### src/pll_cal_defs.svh
`ifndef PLL_CAL_DEFS_SVH
`define PLL_CAL_DEFS_SVH
// Register word offsets (byte address = 4 * index)
`define CNT_RST_DLY_IDX 8'h19
`define CAL_CTRL_IDX 8'h18
`define COMMIT_IDX 8'h32
// Reset values
`define CNT_RST_DLY_RST 8'h00
`define CAL_CTRL_RST 8'h06
// Field positions
`define CAL_NOW_BIT 0
`define CAL_DIV_LSB 1
`define ALIGN_LSB 6
`define RDLY_LSB 3
`define NDLY_LSB 0
`define COMMIT_BIT 0
// Calibration clock division codes
`define DIV_CODE2 2'h0
`define DIV_CODE4 2'h1
`define DIV_CODE8 2'h2
`define DIV_CODE16 2'h3
// Terminal counts of the reference tick counter per division code
`define DIV_LAST2 4'h1
`define DIV_LAST4 4'h3
`define DIV_LAST8 4'h7
`define DIV_LAST16 4'hf
// Alignment reset codes
`define ALIGN_ASYNC 2'h1
`define ALIGN_SYNC 2'h2
`define ALIGN_NONE 2'h0
`define ALIGN_NONE_ALT 2'h3
// Calibration length in calibration clock periods
`define CAL_LEN_TICKS 16'h0040
`endif

### src/pll_cal_pkg.sv
`default_nettype none
package pll_cal_pkg;
  typedef struct packed {
    logic [1:0] alignMode;
    logic [2:0] refDelay;
    logic [2:0] fbDelay;
  } cnt_cfg_s;
  typedef struct packed {
    logic [4:0] spare;
    logic [1:0] calDiv;
    logic calNow;
  } cal_cfg_s;
  typedef enum logic [2:0] {
    CAL_IDLE = 3'b001,
    CAL_RUN = 3'b010,
    CAL_DONE = 3'b100
  } cal_state_e;
endpackage
`default_nettype wire

### src/pll_cal_ctrl.sv
`timescale 1ns/1ns
`default_nettype none
`include "pll_cal_defs.svh"
// How it works
// RULE1: Divide reference by 2, 4, 8 or 16 for calibration clock; 16 after reset.
// RULE2: Software picks divider by detector rate: 8 below 50 MHz, 4 below 25 MHz.
// RULE3: Division by 16 accepts any rate but calibrates slowest.
// RULE4: Calibration starts only on a committed 0-to-1 of calibrate-now.
// RULE5: Software confirms reference, writes 0 and commits, then 1 and commits.
// RULE6: Software commits via update bit 0 at commit register after each write.
// RULE7: Clearing committed calibrate-now discards the calibration result.
// RULE8: Software keeps holdover enables at 00 during calibration.
// RULE9: Alignment field: 01 async reset, 10 sync reset, 00/11 nothing.
// RULE10: Three-bit reference and feedback path delay codes, reset to zero.
// RULE11: Divider code 00 divides by 2.
// RULE12: Detector rate is reference frequency over R count.
// RULE13: Codes 00 and 11 leave the counters running.
// RULE14: Writes land in shadow registers and reach active copy on commit.
module pll_cal_ctrl (
  // Clock, reset, enable
  input wire logic mclk,
  input wire logic sys_rst,
  input wire logic clkEn,
  // Avalon-MM slave
  input wire logic [9:0] avsAddress,
  input wire logic avsRead,
  input wire logic avsWrite,
  input wire logic [31:0] avsWriteData,
  input wire logic [3:0] avsByteEnable,
  output logic [31:0] avsReadData,
  output logic avsWaitRequest,
  // Reference tick and alignment pin
  input wire logic refTick,
  input wire logic alignPin,
  // Counter and path controls
  output logic cntAsyncReset,
  output logic cntSyncReset,
  output logic [2:0] refPathDelay,
  output logic [2:0] fbPathDelay,
  // Calibration status
  output logic calClock,
  output logic calBusy,
  output logic calValid
);
  import pll_cal_pkg::*;
  cnt_cfg_s cntShadow_reg, cntShadow_next, cntActive_reg, cntActive_next;
  cal_cfg_s calShadow_reg, calShadow_next, calActive_reg, calActive_next;
  logic ack_reg, ack_next;
  logic [31:0] rdData_next;
  logic [7:0] idx;
  logic commit;
  logic calTick;
  logic cntAsync_next, cntSync_next;

  assign idx = avsAddress[9:2];
  assign commit = avsWrite && ack_reg && avsByteEnable[0]
    && idx == `COMMIT_IDX && avsWriteData[`COMMIT_BIT];

  // Bus handshake, shadow writes, commit and readback
  always_comb begin
    ack_next = (avsRead || avsWrite) && !ack_reg;
    cntShadow_next = cntShadow_reg;
    calShadow_next = calShadow_reg;
    cntActive_next = cntActive_reg;
    calActive_next = calActive_reg;
    rdData_next = 32'h0000_0000;
    if (avsWrite && ack_reg && avsByteEnable[0]) begin
      if (idx == `CNT_RST_DLY_IDX) begin
        cntShadow_next = avsWriteData[7:0]; // RULE14
      end
      if (idx == `CAL_CTRL_IDX) begin
        calShadow_next = avsWriteData[7:0]; // RULE14
      end
    end
    if (commit) begin
      cntActive_next = cntShadow_reg; // RULE14
      calActive_next = calShadow_reg; // RULE14
    end
    if (avsRead && !ack_reg) begin
      unique case (idx)
        `CNT_RST_DLY_IDX: rdData_next = {24'h00_0000, cntShadow_reg};
        `CAL_CTRL_IDX: rdData_next = {22'h00_0000, calValid, calBusy, calShadow_reg};
        default: rdData_next = 32'h0000_0000;
      endcase
    end
  end

  // Alignment pin effect on R, A and B counters
  always_comb begin
    cntAsync_next = 1'b0;
    cntSync_next = 1'b0;
    if (alignPin) begin
      cntAsync_next = (cntActive_reg.alignMode == `ALIGN_ASYNC); // RULE9
      cntSync_next = (cntActive_reg.alignMode == `ALIGN_SYNC); // RULE9 RULE13
    end
  end

  // Register state
  always_ff @(posedge mclk or posedge sys_rst) begin
    if (sys_rst) begin
      ack_reg <= 1'b0;
      avsReadData <= 32'h0000_0000;
      avsWaitRequest <= 1'b1;
      cntShadow_reg <= `CNT_RST_DLY_RST; // RULE10
      cntActive_reg <= `CNT_RST_DLY_RST;
      calShadow_reg <= `CAL_CTRL_RST; // RULE1
      calActive_reg <= `CAL_CTRL_RST;
      cntAsyncReset <= 1'b0;
      cntSyncReset <= 1'b0;
      refPathDelay <= 3'h0;
      fbPathDelay <= 3'h0;
      calClock <= 1'b0;
    end else if (clkEn) begin
      ack_reg <= ack_next;
      avsWaitRequest <= !ack_next;
      if (avsRead && !ack_reg) begin
        avsReadData <= rdData_next;
      end
      cntShadow_reg <= cntShadow_next;
      cntActive_reg <= cntActive_next;
      calShadow_reg <= calShadow_next;
      calActive_reg <= calActive_next;
      cntAsyncReset <= cntAsync_next;
      cntSyncReset <= cntSync_next;
      refPathDelay <= cntActive_reg.refDelay; // RULE10
      fbPathDelay <= cntActive_reg.fbDelay; // RULE10
      calClock <= calTick;
    end
  end

  // Calibration clock from reference over R: 2, 4, 8 or 16
  cal_clk_divider calDivider (
    .mclk(mclk),
    .sysRst(sys_rst),
    .clkEn(clkEn),
    .refTick(refTick),
    .divSel(calActive_reg.calDiv), // RULE1 RULE3 RULE11 RULE12
    .calTick(calTick)
  );

  // Calibration run on committed edge only
  cal_sequencer calSeq (
    .mclk(mclk),
    .sysRst(sys_rst),
    .clkEn(clkEn),
    .calNowActive(calActive_reg.calNow), // RULE4 RULE7
    .calTick(calTick),
    .calBusy(calBusy),
    .calValid(calValid)
  );

  // Checks
  shadow_only_a: assert property (@(posedge mclk) disable iff (sys_rst) // RULE14
    clkEn && !commit |=> $stable(calActive_reg) && $stable(cntActive_reg))
    else $error("active copy changed without commit");
  align_async_a: assert property (@(posedge mclk) disable iff (sys_rst) // RULE9
    clkEn && alignPin && cntActive_reg.alignMode == `ALIGN_ASYNC |=> cntAsyncReset)
    else $error("async alignment reset missing");
  align_none_a: assert property (@(posedge mclk) disable iff (sys_rst) // RULE13
    clkEn && (cntActive_reg.alignMode == `ALIGN_NONE
    || cntActive_reg.alignMode == `ALIGN_NONE_ALT)
    |=> !cntAsyncReset && !cntSyncReset)
    else $error("counters reset in no-action mode");
  bus_answer_a: assert property (@(posedge mclk) disable iff (sys_rst)
    clkEn && (avsRead || avsWrite) && avsWaitRequest |=> !avsWaitRequest)
    else $error("bus answer late");

  // Alignment outputs follow only their own mode
  align_sync_a: assert property (@(posedge mclk) disable iff (sys_rst) // RULE9
    clkEn && alignPin && cntActive_reg.alignMode == `ALIGN_SYNC
    |=> cntSyncReset)
    else $error("sync alignment reset missing");
  async_only_a: assert property (@(posedge mclk) disable iff (sys_rst) // RULE9
    clkEn && cntActive_reg.alignMode == `ALIGN_SYNC
    |=> !cntAsyncReset)
    else $error("async reset in sync mode");
  sync_only_a: assert property (@(posedge mclk) disable iff (sys_rst) // RULE9
    clkEn && cntActive_reg.alignMode == `ALIGN_ASYNC
    |=> !cntSyncReset)
    else $error("sync reset in async mode");
  align_idle_a: assert property (@(posedge mclk) disable iff (sys_rst) // RULE9
    clkEn && !alignPin
    |=> !cntAsyncReset && !cntSyncReset)
    else $error("counter reset without alignment pin");

  // Path delay outputs track the active copy
  ref_delay_a: assert property (@(posedge mclk) disable iff (sys_rst) // RULE10
    clkEn
    |=> refPathDelay == $past(cntActive_reg.refDelay))
    else $error("reference path delay not the active value");
  fb_delay_a: assert property (@(posedge mclk) disable iff (sys_rst) // RULE10
    clkEn
    |=> fbPathDelay == $past(cntActive_reg.fbDelay))
    else $error("feedback path delay not the active value");

  // Divided calibration clock never pulses twice in a row
  cal_pulse_a: assert property (@(posedge mclk) disable iff (sys_rst) // RULE1
    clkEn && calClock
    |=> !calClock)
    else $error("calibration clock pulse too long");

  // Bus handshake timing and read data holding
  wait_idle_a: assert property (@(posedge mclk) disable iff (sys_rst)
    clkEn && !avsRead && !avsWrite
    |=> avsWaitRequest)
    else $error("waitrequest low without request");
  wait_single_a: assert property (@(posedge mclk) disable iff (sys_rst)
    clkEn && !avsWaitRequest
    |=> avsWaitRequest)
    else $error("waitrequest low for more than one cycle");
  read_hold_a: assert property (@(posedge mclk) disable iff (sys_rst)
    clkEn && !avsRead
    |=> $stable(avsReadData))
    else $error("read data changed without read");

  // Readback shows shadow values, unmapped places read zero
  read_cnt_a: assert property (@(posedge mclk) disable iff (sys_rst)
    clkEn && avsRead && avsWaitRequest && idx == `CNT_RST_DLY_IDX
    |=> avsReadData == {24'h00_0000, $past(cntShadow_reg)})
    else $error("counter register readback wrong");
  read_cal_a: assert property (@(posedge mclk) disable iff (sys_rst)
    clkEn && avsRead && avsWaitRequest && idx == `CAL_CTRL_IDX
    |=> avsReadData == {22'h00_0000, $past(calValid), $past(calBusy), $past(calShadow_reg)})
    else $error("calibration register readback wrong");
  read_unmapped_a: assert property (@(posedge mclk) disable iff (sys_rst)
    clkEn && avsRead && avsWaitRequest
    && idx != `CNT_RST_DLY_IDX && idx != `CAL_CTRL_IDX
    |=> avsReadData == 32'h0000_0000)
    else $error("unmapped readback not zero");

  // Writes land in the shadow copy, commit copies it to the active one
  cal_write_a: assert property (@(posedge mclk) disable iff (sys_rst) // RULE14
    clkEn && avsWrite && !avsWaitRequest && avsByteEnable[0] && idx == `CAL_CTRL_IDX
    |=> calShadow_reg == $past(avsWriteData[7:0]))
    else $error("calibration shadow write lost");
  cnt_write_a: assert property (@(posedge mclk) disable iff (sys_rst) // RULE14
    clkEn && avsWrite && !avsWaitRequest && avsByteEnable[0] && idx == `CNT_RST_DLY_IDX
    |=> cntShadow_reg == $past(avsWriteData[7:0]))
    else $error("counter shadow write lost");
  lane_off_a: assert property (@(posedge mclk) disable iff (sys_rst)
    clkEn && avsWrite && !avsByteEnable[0]
    |=> $stable(calShadow_reg) && $stable(cntShadow_reg))
    else $error("shadow written with lane off");
  commit_copy_a: assert property (@(posedge mclk) disable iff (sys_rst) // RULE14
    clkEn && commit
    |=> calActive_reg == $past(calShadow_reg) && cntActive_reg == $past(cntShadow_reg))
    else $error("commit did not copy shadows");

  // A committed rising edge of calibrate-now starts a run
  cal_start_a: assert property (@(posedge mclk) disable iff (sys_rst) // RULE4
    clkEn && $rose(calActive_reg.calNow)
    |=> calBusy)
    else $error("calibration did not start on edge");
endmodule
`default_nettype wire

### src/cal_clk_divider.sv
`timescale 1ns/1ns
`default_nettype none
`include "pll_cal_defs.svh"
module cal_clk_divider (
  // Clock and reset
  input wire logic mclk,
  input wire logic sysRst,
  input wire logic clkEn,
  // Reference and selection
  input wire logic refTick,
  input wire logic [1:0] divSel,
  // Divided tick
  output logic calTick
);
  logic [3:0] cnt_reg, cnt_next;
  logic calTick_next;
  logic [3:0] lastCount;
  // Terminal count per division code
  always_comb begin
    unique case (divSel)
      `DIV_CODE2: lastCount = `DIV_LAST2;
      `DIV_CODE4: lastCount = `DIV_LAST4;
      `DIV_CODE8: lastCount = `DIV_LAST8;
      `DIV_CODE16: lastCount = `DIV_LAST16;
    endcase
    cnt_next = cnt_reg;
    calTick_next = 1'b0;
    if (refTick) begin
      if (cnt_reg >= lastCount) begin
        cnt_next = 4'h0;
        calTick_next = 1'b1;
      end else begin
        cnt_next = cnt_reg + 4'h1;
      end
    end
  end
  // Counter registers
  always_ff @(posedge mclk or posedge sysRst) begin
    if (sysRst) begin
      cnt_reg <= 4'h0;
      calTick <= 1'b0;
    end else if (clkEn) begin
      cnt_reg <= cnt_next;
      calTick <= calTick_next;
    end
  end
endmodule
`default_nettype wire

### src/cal_sequencer.sv
`timescale 1ns/1ns
`default_nettype none
`include "pll_cal_defs.svh"
module cal_sequencer (
  // Clock and reset
  input wire logic mclk,
  input wire logic sysRst,
  input wire logic clkEn,
  // Control
  input wire logic calNowActive,
  input wire logic calTick,
  // Status
  output logic calBusy,
  output logic calValid
);
  import pll_cal_pkg::*;
  cal_state_e state_reg, state_next;
  logic prevNow_reg, prevNow_next;
  logic [15:0] ticks_reg, ticks_next;
  logic startCal;
  // Rising edge of the committed calibrate-now bit only
  assign startCal = calNowActive && !prevNow_reg;
  // Next state of the calibration run
  always_comb begin
    state_next = state_reg;
    ticks_next = ticks_reg;
    prevNow_next = calNowActive;
    unique case (state_reg)
      CAL_IDLE: begin
        if (startCal) begin
          state_next = CAL_RUN;
          ticks_next = 16'h0000;
        end
      end
      CAL_RUN: begin
        if (!calNowActive) begin
          state_next = CAL_IDLE;
        end else if (calTick) begin
          ticks_next = ticks_reg + 16'h0001;
          if (ticks_reg == `CAL_LEN_TICKS - 16'h0001) begin
            state_next = CAL_DONE;
          end
        end
      end
      CAL_DONE: begin
        if (!calNowActive) begin
          state_next = CAL_IDLE;
        end
      end
      default: state_next = CAL_IDLE;
    endcase
  end
  // State registers
  always_ff @(posedge mclk or posedge sysRst) begin
    if (sysRst) begin
      state_reg <= CAL_IDLE;
      ticks_reg <= 16'h0000;
      prevNow_reg <= 1'b0;
      calBusy <= 1'b0;
      calValid <= 1'b0;
    end else if (clkEn) begin
      state_reg <= state_next;
      ticks_reg <= ticks_next;
      prevNow_reg <= prevNow_next;
      calBusy <= (state_next == CAL_RUN);
      calValid <= (state_next == CAL_DONE);
    end
  end
  // Checks
  steady_no_retrig_a: assert property (@(posedge mclk) disable iff (sysRst) // RULE4
    clkEn && state_reg == CAL_DONE && calNowActive |=> state_reg == CAL_DONE)
    else $error("steady calibrate-now retriggered");
  clear_discards_a: assert property (@(posedge mclk) disable iff (sysRst) // RULE7
    clkEn && !calNowActive |=> !calValid && !calBusy)
    else $error("calibration result kept after clear");
endmodule
`default_nettype wire

### config.mk
export PLATFORM = sky130hd
export DESIGN_NAME = pll_cal_ctrl
export DESIGN_NICKNAME = d
export VERILOG_FILES = /design/src/pll_cal_pkg.sv /design/src/pll_cal_ctrl.sv /design/src/cal_clk_divider.sv /design/src/cal_sequencer.sv
export VERILOG_INCLUDE_DIRS = /design/src
export SDC_FILE = /design/constraint.sdc
export NUM_CORES = 1
export LEC_CHECK = 0
export ABC_AREA = 1
export ABC_CLOCK_PERIOD_IN_PS = 2920
export BUFFER_PORTS_ARGS = -buffer_cell sky130_fd_sc_hd__buf_2
export CAP_MARGIN = 10
export CORE_ASPECT_RATIO = 0.8
export CORE_MARGIN = 3
export CORE_UTILIZATION = 50
export CTS_CLUSTER_SIZE = 20
export DETAILED_ROUTE_END_ITERATION = 10
export GPL_TIMING_DRIVEN = 0
export PLACE_DENSITY = 0.75
export SLEW_MARGIN = 20
export SYNTH_ARGS = -nofsm -noshare
export SYNTH_HDL_FRONTEND = slang
export SYNTH_HIERARCHICAL = 1
export SYNTH_SLANG_ARGS = --single-unit
### constraint.sdc
create_clock -name mclk -period 2.92 [get_ports mclk]
set_input_delay 0 -clock mclk [delete_from_list [all_inputs] [get_ports mclk]]
set_output_delay 0 -clock mclk [all_outputs]
set_load 0.05 [all_outputs]
Word-level counts from Yosys, hierarchy flattened
Index checks and enable logic that the tools add are counted.

operators by class
  add/subtract/negate cells = 2
  $lt $le $gt $ge = 1
  equality and inequality tests = 17
  mux-type cells = 17
  reduce and logical (&&, ||, !) cells = 19

operators with widths
  operator                                                                 number
  16-bit 2-to-1 mux                                                        3
  16-bit one-hot mux with 2 select lines                                   1
  10-bit one-hot mux with 2 select lines                                   1
  16-bit by 1-bit adder with 16-bit output (second input constant)         1
  16-bit by 6-bit equality test with 1-bit output (second input constant)  1
  8-bit by 5-bit equality test with 1-bit output (second input constant)   2
  4-bit one-hot mux with 4 select lines                                    1
  3-bit 2-to-1 mux                                                         5
  3-bit one-hot mux with 3 select lines                                    1
  8-bit by 6-bit equality test with 1-bit output (second input constant)   1
  1-bit logical AND                                                        7
  2-bit equality test (second input constant)                              3
  3-bit by 2-bit equality test with 1-bit output (second input constant)   2
  3-bit equality test (second input constant)                              2
  2-bit AND reduction                                                      3
  3-bit AND reduction                                                      2
  5-bit AND reduction                                                      1
  4-bit by 1-bit adder with 4-bit output (second input constant)           1
  2-bit by 1-bit equality test with 1-bit output (second input constant)   2
  4-bit greater-or-equal comparator                                        1
  1-bit 2-to-1 mux                                                         4
  4-bit 2-to-1 mux                                                         1
  2-bit inequality test (second input constant)                            2
  3-bit by 1-bit equality test with 1-bit output (second input constant)   1
  5 further kinds                                                          7

storage, ports and cells
  register bits = 97
  input bits = 53
  output and inout port bits = 44

Longest topological paths before layout
  depth after elaboration = 6
  mapped depth = 9
  depth with buffers taken out = 8

Cells and area by module
Netlist, hierarchy kept.

modules (own cells, without submodules)
  module           times used  cells each  area an instance (sq um)
  pll_cal_ctrl     1           263         2306.0
  cal_sequencer    1           205         1420.1
  cal_clk_divider  1           47          339.1

Worst setup path before layout
OpenSTA, ideal clock, no wires.

  path kind = register -> register
  start point = reg calSeq.state_reg[0]
  end point = reg calSeq.ticks_reg[8]
  library setup time = 0.117 ns
  arrival time = 1.352 ns
  required time = 2.803 ns
  path slack = 1.451 ns
  cell stages (with the launch flop) = 10
  clock period less this slack = 1.469 ns
  cell sequence = dfstp_2 -> inv_1 -> nor3_2 -> nand2_2 -> nand2_2 -> nand3b_2 -> buf_6 -> buf_6 -> nand2_2 -> o21ai_2

between the ends
  cells in the longest elaborated chain, start to end = 3
  elaborated cells between the ends (all ways) = 8

RTL lines
  item                                                                                                              RTL line             RTL
  start, declared                                                                                                   cal_sequencer.sv:17  cal_state_e state_reg, state_next;
  start signal, assigned                                                                                            cal_sequencer.sv:62  state_reg <= state_next;
  3-bit by 1-bit equality test with 1-bit output or 3-bit by 2-bit equality test with 1-bit output (tied branches)  cal_sequencer.sv:28  unique case (state_reg)
  2-bit by 1-bit inequality test with 1-bit output (no source line), or another cell as far along                   --
  5-bit AND reduction (no source line)                                                                              --
  end signal, assigned                                                                                              cal_sequencer.sv:63  ticks_reg <= ticks_next;
  end, declared                                                                                                     cal_sequencer.sv:19  logic [15:0] ticks_reg, ticks_next;

Several ways; a longest one is shown, not always the timed one.
A chain may end at the register's enable or synchronous reset.

Final worst setup path
  start point = reg calSeq.ticks_reg[0]
  end point = reg calSeq.ticks_reg[14]

between the ends
  cells in the longest elaborated chain, start to end = 4

RTL lines
  item                                      RTL line             RTL
  16-bit by 1-bit adder with 16-bit output  cal_sequencer.sv:39  ticks_next = ticks_reg + 16'h0001;
  16-bit 2-to-1 mux                         cal_sequencer.sv:38  end else if (calTick) begin
  16-bit 2-to-1 mux                         cal_sequencer.sv:36  if (!calNowActive) begin
  16-bit one-hot mux with 2 select lines    cal_sequencer.sv:28

No other way between the ends. The select of a mux whose other input is x is not followed.

==> run metrics <==
#FFs+latches synth 75; TNS Setup 0 ns; Least-Margin Pin Slew 0.860 ns; Critical Path Sink Type register; worst endpoint required time around 3.2 ns; Area growth, synth to finish 19.2%; clk slew on worst S/H paths roughly 0.08 ns; Final Setup Violations 0; Routed WL 9060 µm; CTS Buf Count 9; Post-Layout Cell Count 714; Final Skew ~0.011 ns; CP arrival 1.96 ns; Post-DRT Antenna Nets 0; synthesized area per cell about 7.9 µm²; core region area 7640 µm²; die area approximately 9300 µm²; Synth area leaders dfrtp_1 (42%), nand2_1 (17%), nand3_1 (5.7%); hold_sp avsWrite; nets 662; IO buf count 45; ys async rst share 1.00; CTS resizes 0; # diodes 0; Die Wd 107 µm; H-tree Lvls 3; vias per std cell around 5; final RePlAce weighted congestion 0.891; register-to-register setup slack 1.23 ns; Period Utilization, post-route 0.580; Hold Crit Class in2reg; Synth area leader dfrtp_1; clk_lat worst skew 0.35 ns; Seq/Total Area, Yosys 0.464; Lkg Pwr around 2.6 nW; clk sink count 75; post-layout min period 1.69 ns; Cell Rows 28; I/O pins 97; share of cells above drive strength 1 0.228; first-pass GRT wire length 15,800 µm; post-placement cell count ~690; EDFF count, synth 0; f_max 590 MHz; GRT Overall Usage 0.210; worst vdd ir between 200 and 300 µV; vias in the first global route 3,454; DRC 0; crit-path most repeated cell nand3_1; initial antenna violation count 0; Slew Limit Fails 0; drt first pass iters 5; worst reg-to-reg path cell count 7; Largest register FFs 16; hold path endpoint avsWaitRequest; post-DP HPWL a little under 7000 µm; post-synth cell types 36; slowest stage cell, crit path dfrtp_1; mapped cell area 4070 µm²; pwr/cell area 519 nW/µm²; Fin. Hold Viols 0; gr ovfl total 0; Max stage delay on crit path 0.45 ns; Crit Path Class reg2reg; Hold Crit Depth 3; synth warn 6; Avg WL per Cell 12.7 µm; Via Count 3,561; Worst setup SP type register; Die Height 86.7 µm; Slew HR 0.426; worst r2r src calSeq/ticks_reg[0]; synthesized netlist cell count 515; CTS tree yes; root buf cell clkbuf_8; status finished clean; Main synth FF type dfrtp_1; post-synth top area share 0.425; CTS Buffer Depth 2; Crit Path Max Fanout 6; drt initial violations 267; Final Hold Slack 0.0147 ns; unrepaired setup endpoints after global routing no; largest net degree at the start of global routing 29; initial core utilization 0.532; reg-to-reg critical path endpoint calSeq/ticks_reg[14]; number of max-cap violations 0; critical path, cell by cell ha_1 -> nand3_1 -> nor2_1 -> nand3_1 -> nand2_1 -> nand3_1 -> o21ai_0
## layout make-up
cell class | count | area (µm²)
fillers | 683 | 2790
flip-flops and latches | 75 | 1880
multi-input cells | 378 | 1820
repair buffers | 57 | 355
plain buffers | 33 | 253
inverters | 50 | 190
well taps | 105 | 131
clock buffers | 10 | 128
clock inverters | 6 | 88.8
## power breakdown
part           switching, mW  leakage [nW]  total, mW  internal [mW]
sequential            0.0712         0.972       1.18           1.11
combinational          0.311          1.48      0.454          0.143
clock                  0.398         0.103      0.881          0.483
total                  0.780          2.55       2.51           1.73
## worst max-delay path by stage
stage / startpoint / endpoint / slack, ns / cells past startpoint
6_report: calSeq/ticks_reg[0] / calSeq/ticks_reg[14] / 1.23 / 7
5_1_grt: calSeq/ticks_reg[0] / calSeq/ticks_reg[14] / 1.02 / 7
4_1_cts: calSeq/ticks_reg[0] / calSeq/ticks_reg[14] / 1.23 / 7
3_5_place_dp: calSeq/ticks_reg[0] / calSeq/ticks_reg[14] / 1.26 / 7
3_3_place_gp: sys_rst / avsReadData[8] / 1.16 / 2
2_1_floorplan: calSeq/state_reg[0] / calSeq/ticks_reg[8] / 1.45 / 9
## metal layers
layer,vias up,share of wire,track usage
li1,1765,-,-
met2,106,0.47,0.340
met5,-,0,0
met1,1679,0.46,0.296
met3,11,0.059,0.0424
met4,0,0.0093,0.0430
## cell usage after synthesis (3+ instances only)
library cell,count
a21oi_1,3
ha_1,5
buf_2,4
nor2_1,34
nand2_2,9
buf_6,5
inv_1,47
o21ai_0,31
nand2_1,180
buf_4,23
dfrtp_1,69
o21ai_2,18
nor2_4,4
nand4_1,6
nand3_1,46
o21bai_1,3
dfstp_2,6
## logic make-up after synthesis
kind of cell,count (synthesis),synth area share
buffers and inverters,83,0.109
other,1,0.000922
adder cells (fa/ha/maj),5,0.0154
AO/OA/AOI/OAI,62,0.0988
flip-flops,75,0.464
AND/OR/NAND/NOR,286,0.306
XOR/XNOR,3,0.00646
## worst max-delay path, delay by kind of cell (launching register included)
family,cells,cell delay (ns)
simple gates,5,0.74
compound gates,1,0.14
flops,1,0.45
fa+ha+maj,1,0.29
## placed cells by master (no fill, tap or decap), drive strengths merged, types with 5 or more instances in the layout
cell type	instances
dfstp	6
ha	5
o21ai	51
inv	49
clkbuf	11
dlygate4sd3	11
nand2	190
nor2	39
dfrtp	69
nand3	46
nand4	7
conb	22
buf	78
## stage by stage
stage	area, µm²	util	power, mW	setup slack, ns
3_5_place_dp	4520	0.592	1.64	1.26
2_1_floorplan	4140	-	1.53	1.45
6_report	4850	0.635	2.51	1.23
5_1_grt	4850	0.635	2.65	1.02
3_3_place_gp	4500	0.589	1.62	1.16
4_1_cts	4850	0.635	2.54	1.23
## timing repair
action	in CTS	in global routing
endpoints found under the hold margin	64	0
hold buffers	11	0
setup buffers	0	0
No activity file was read; power rests on OpenSTA's default activity.
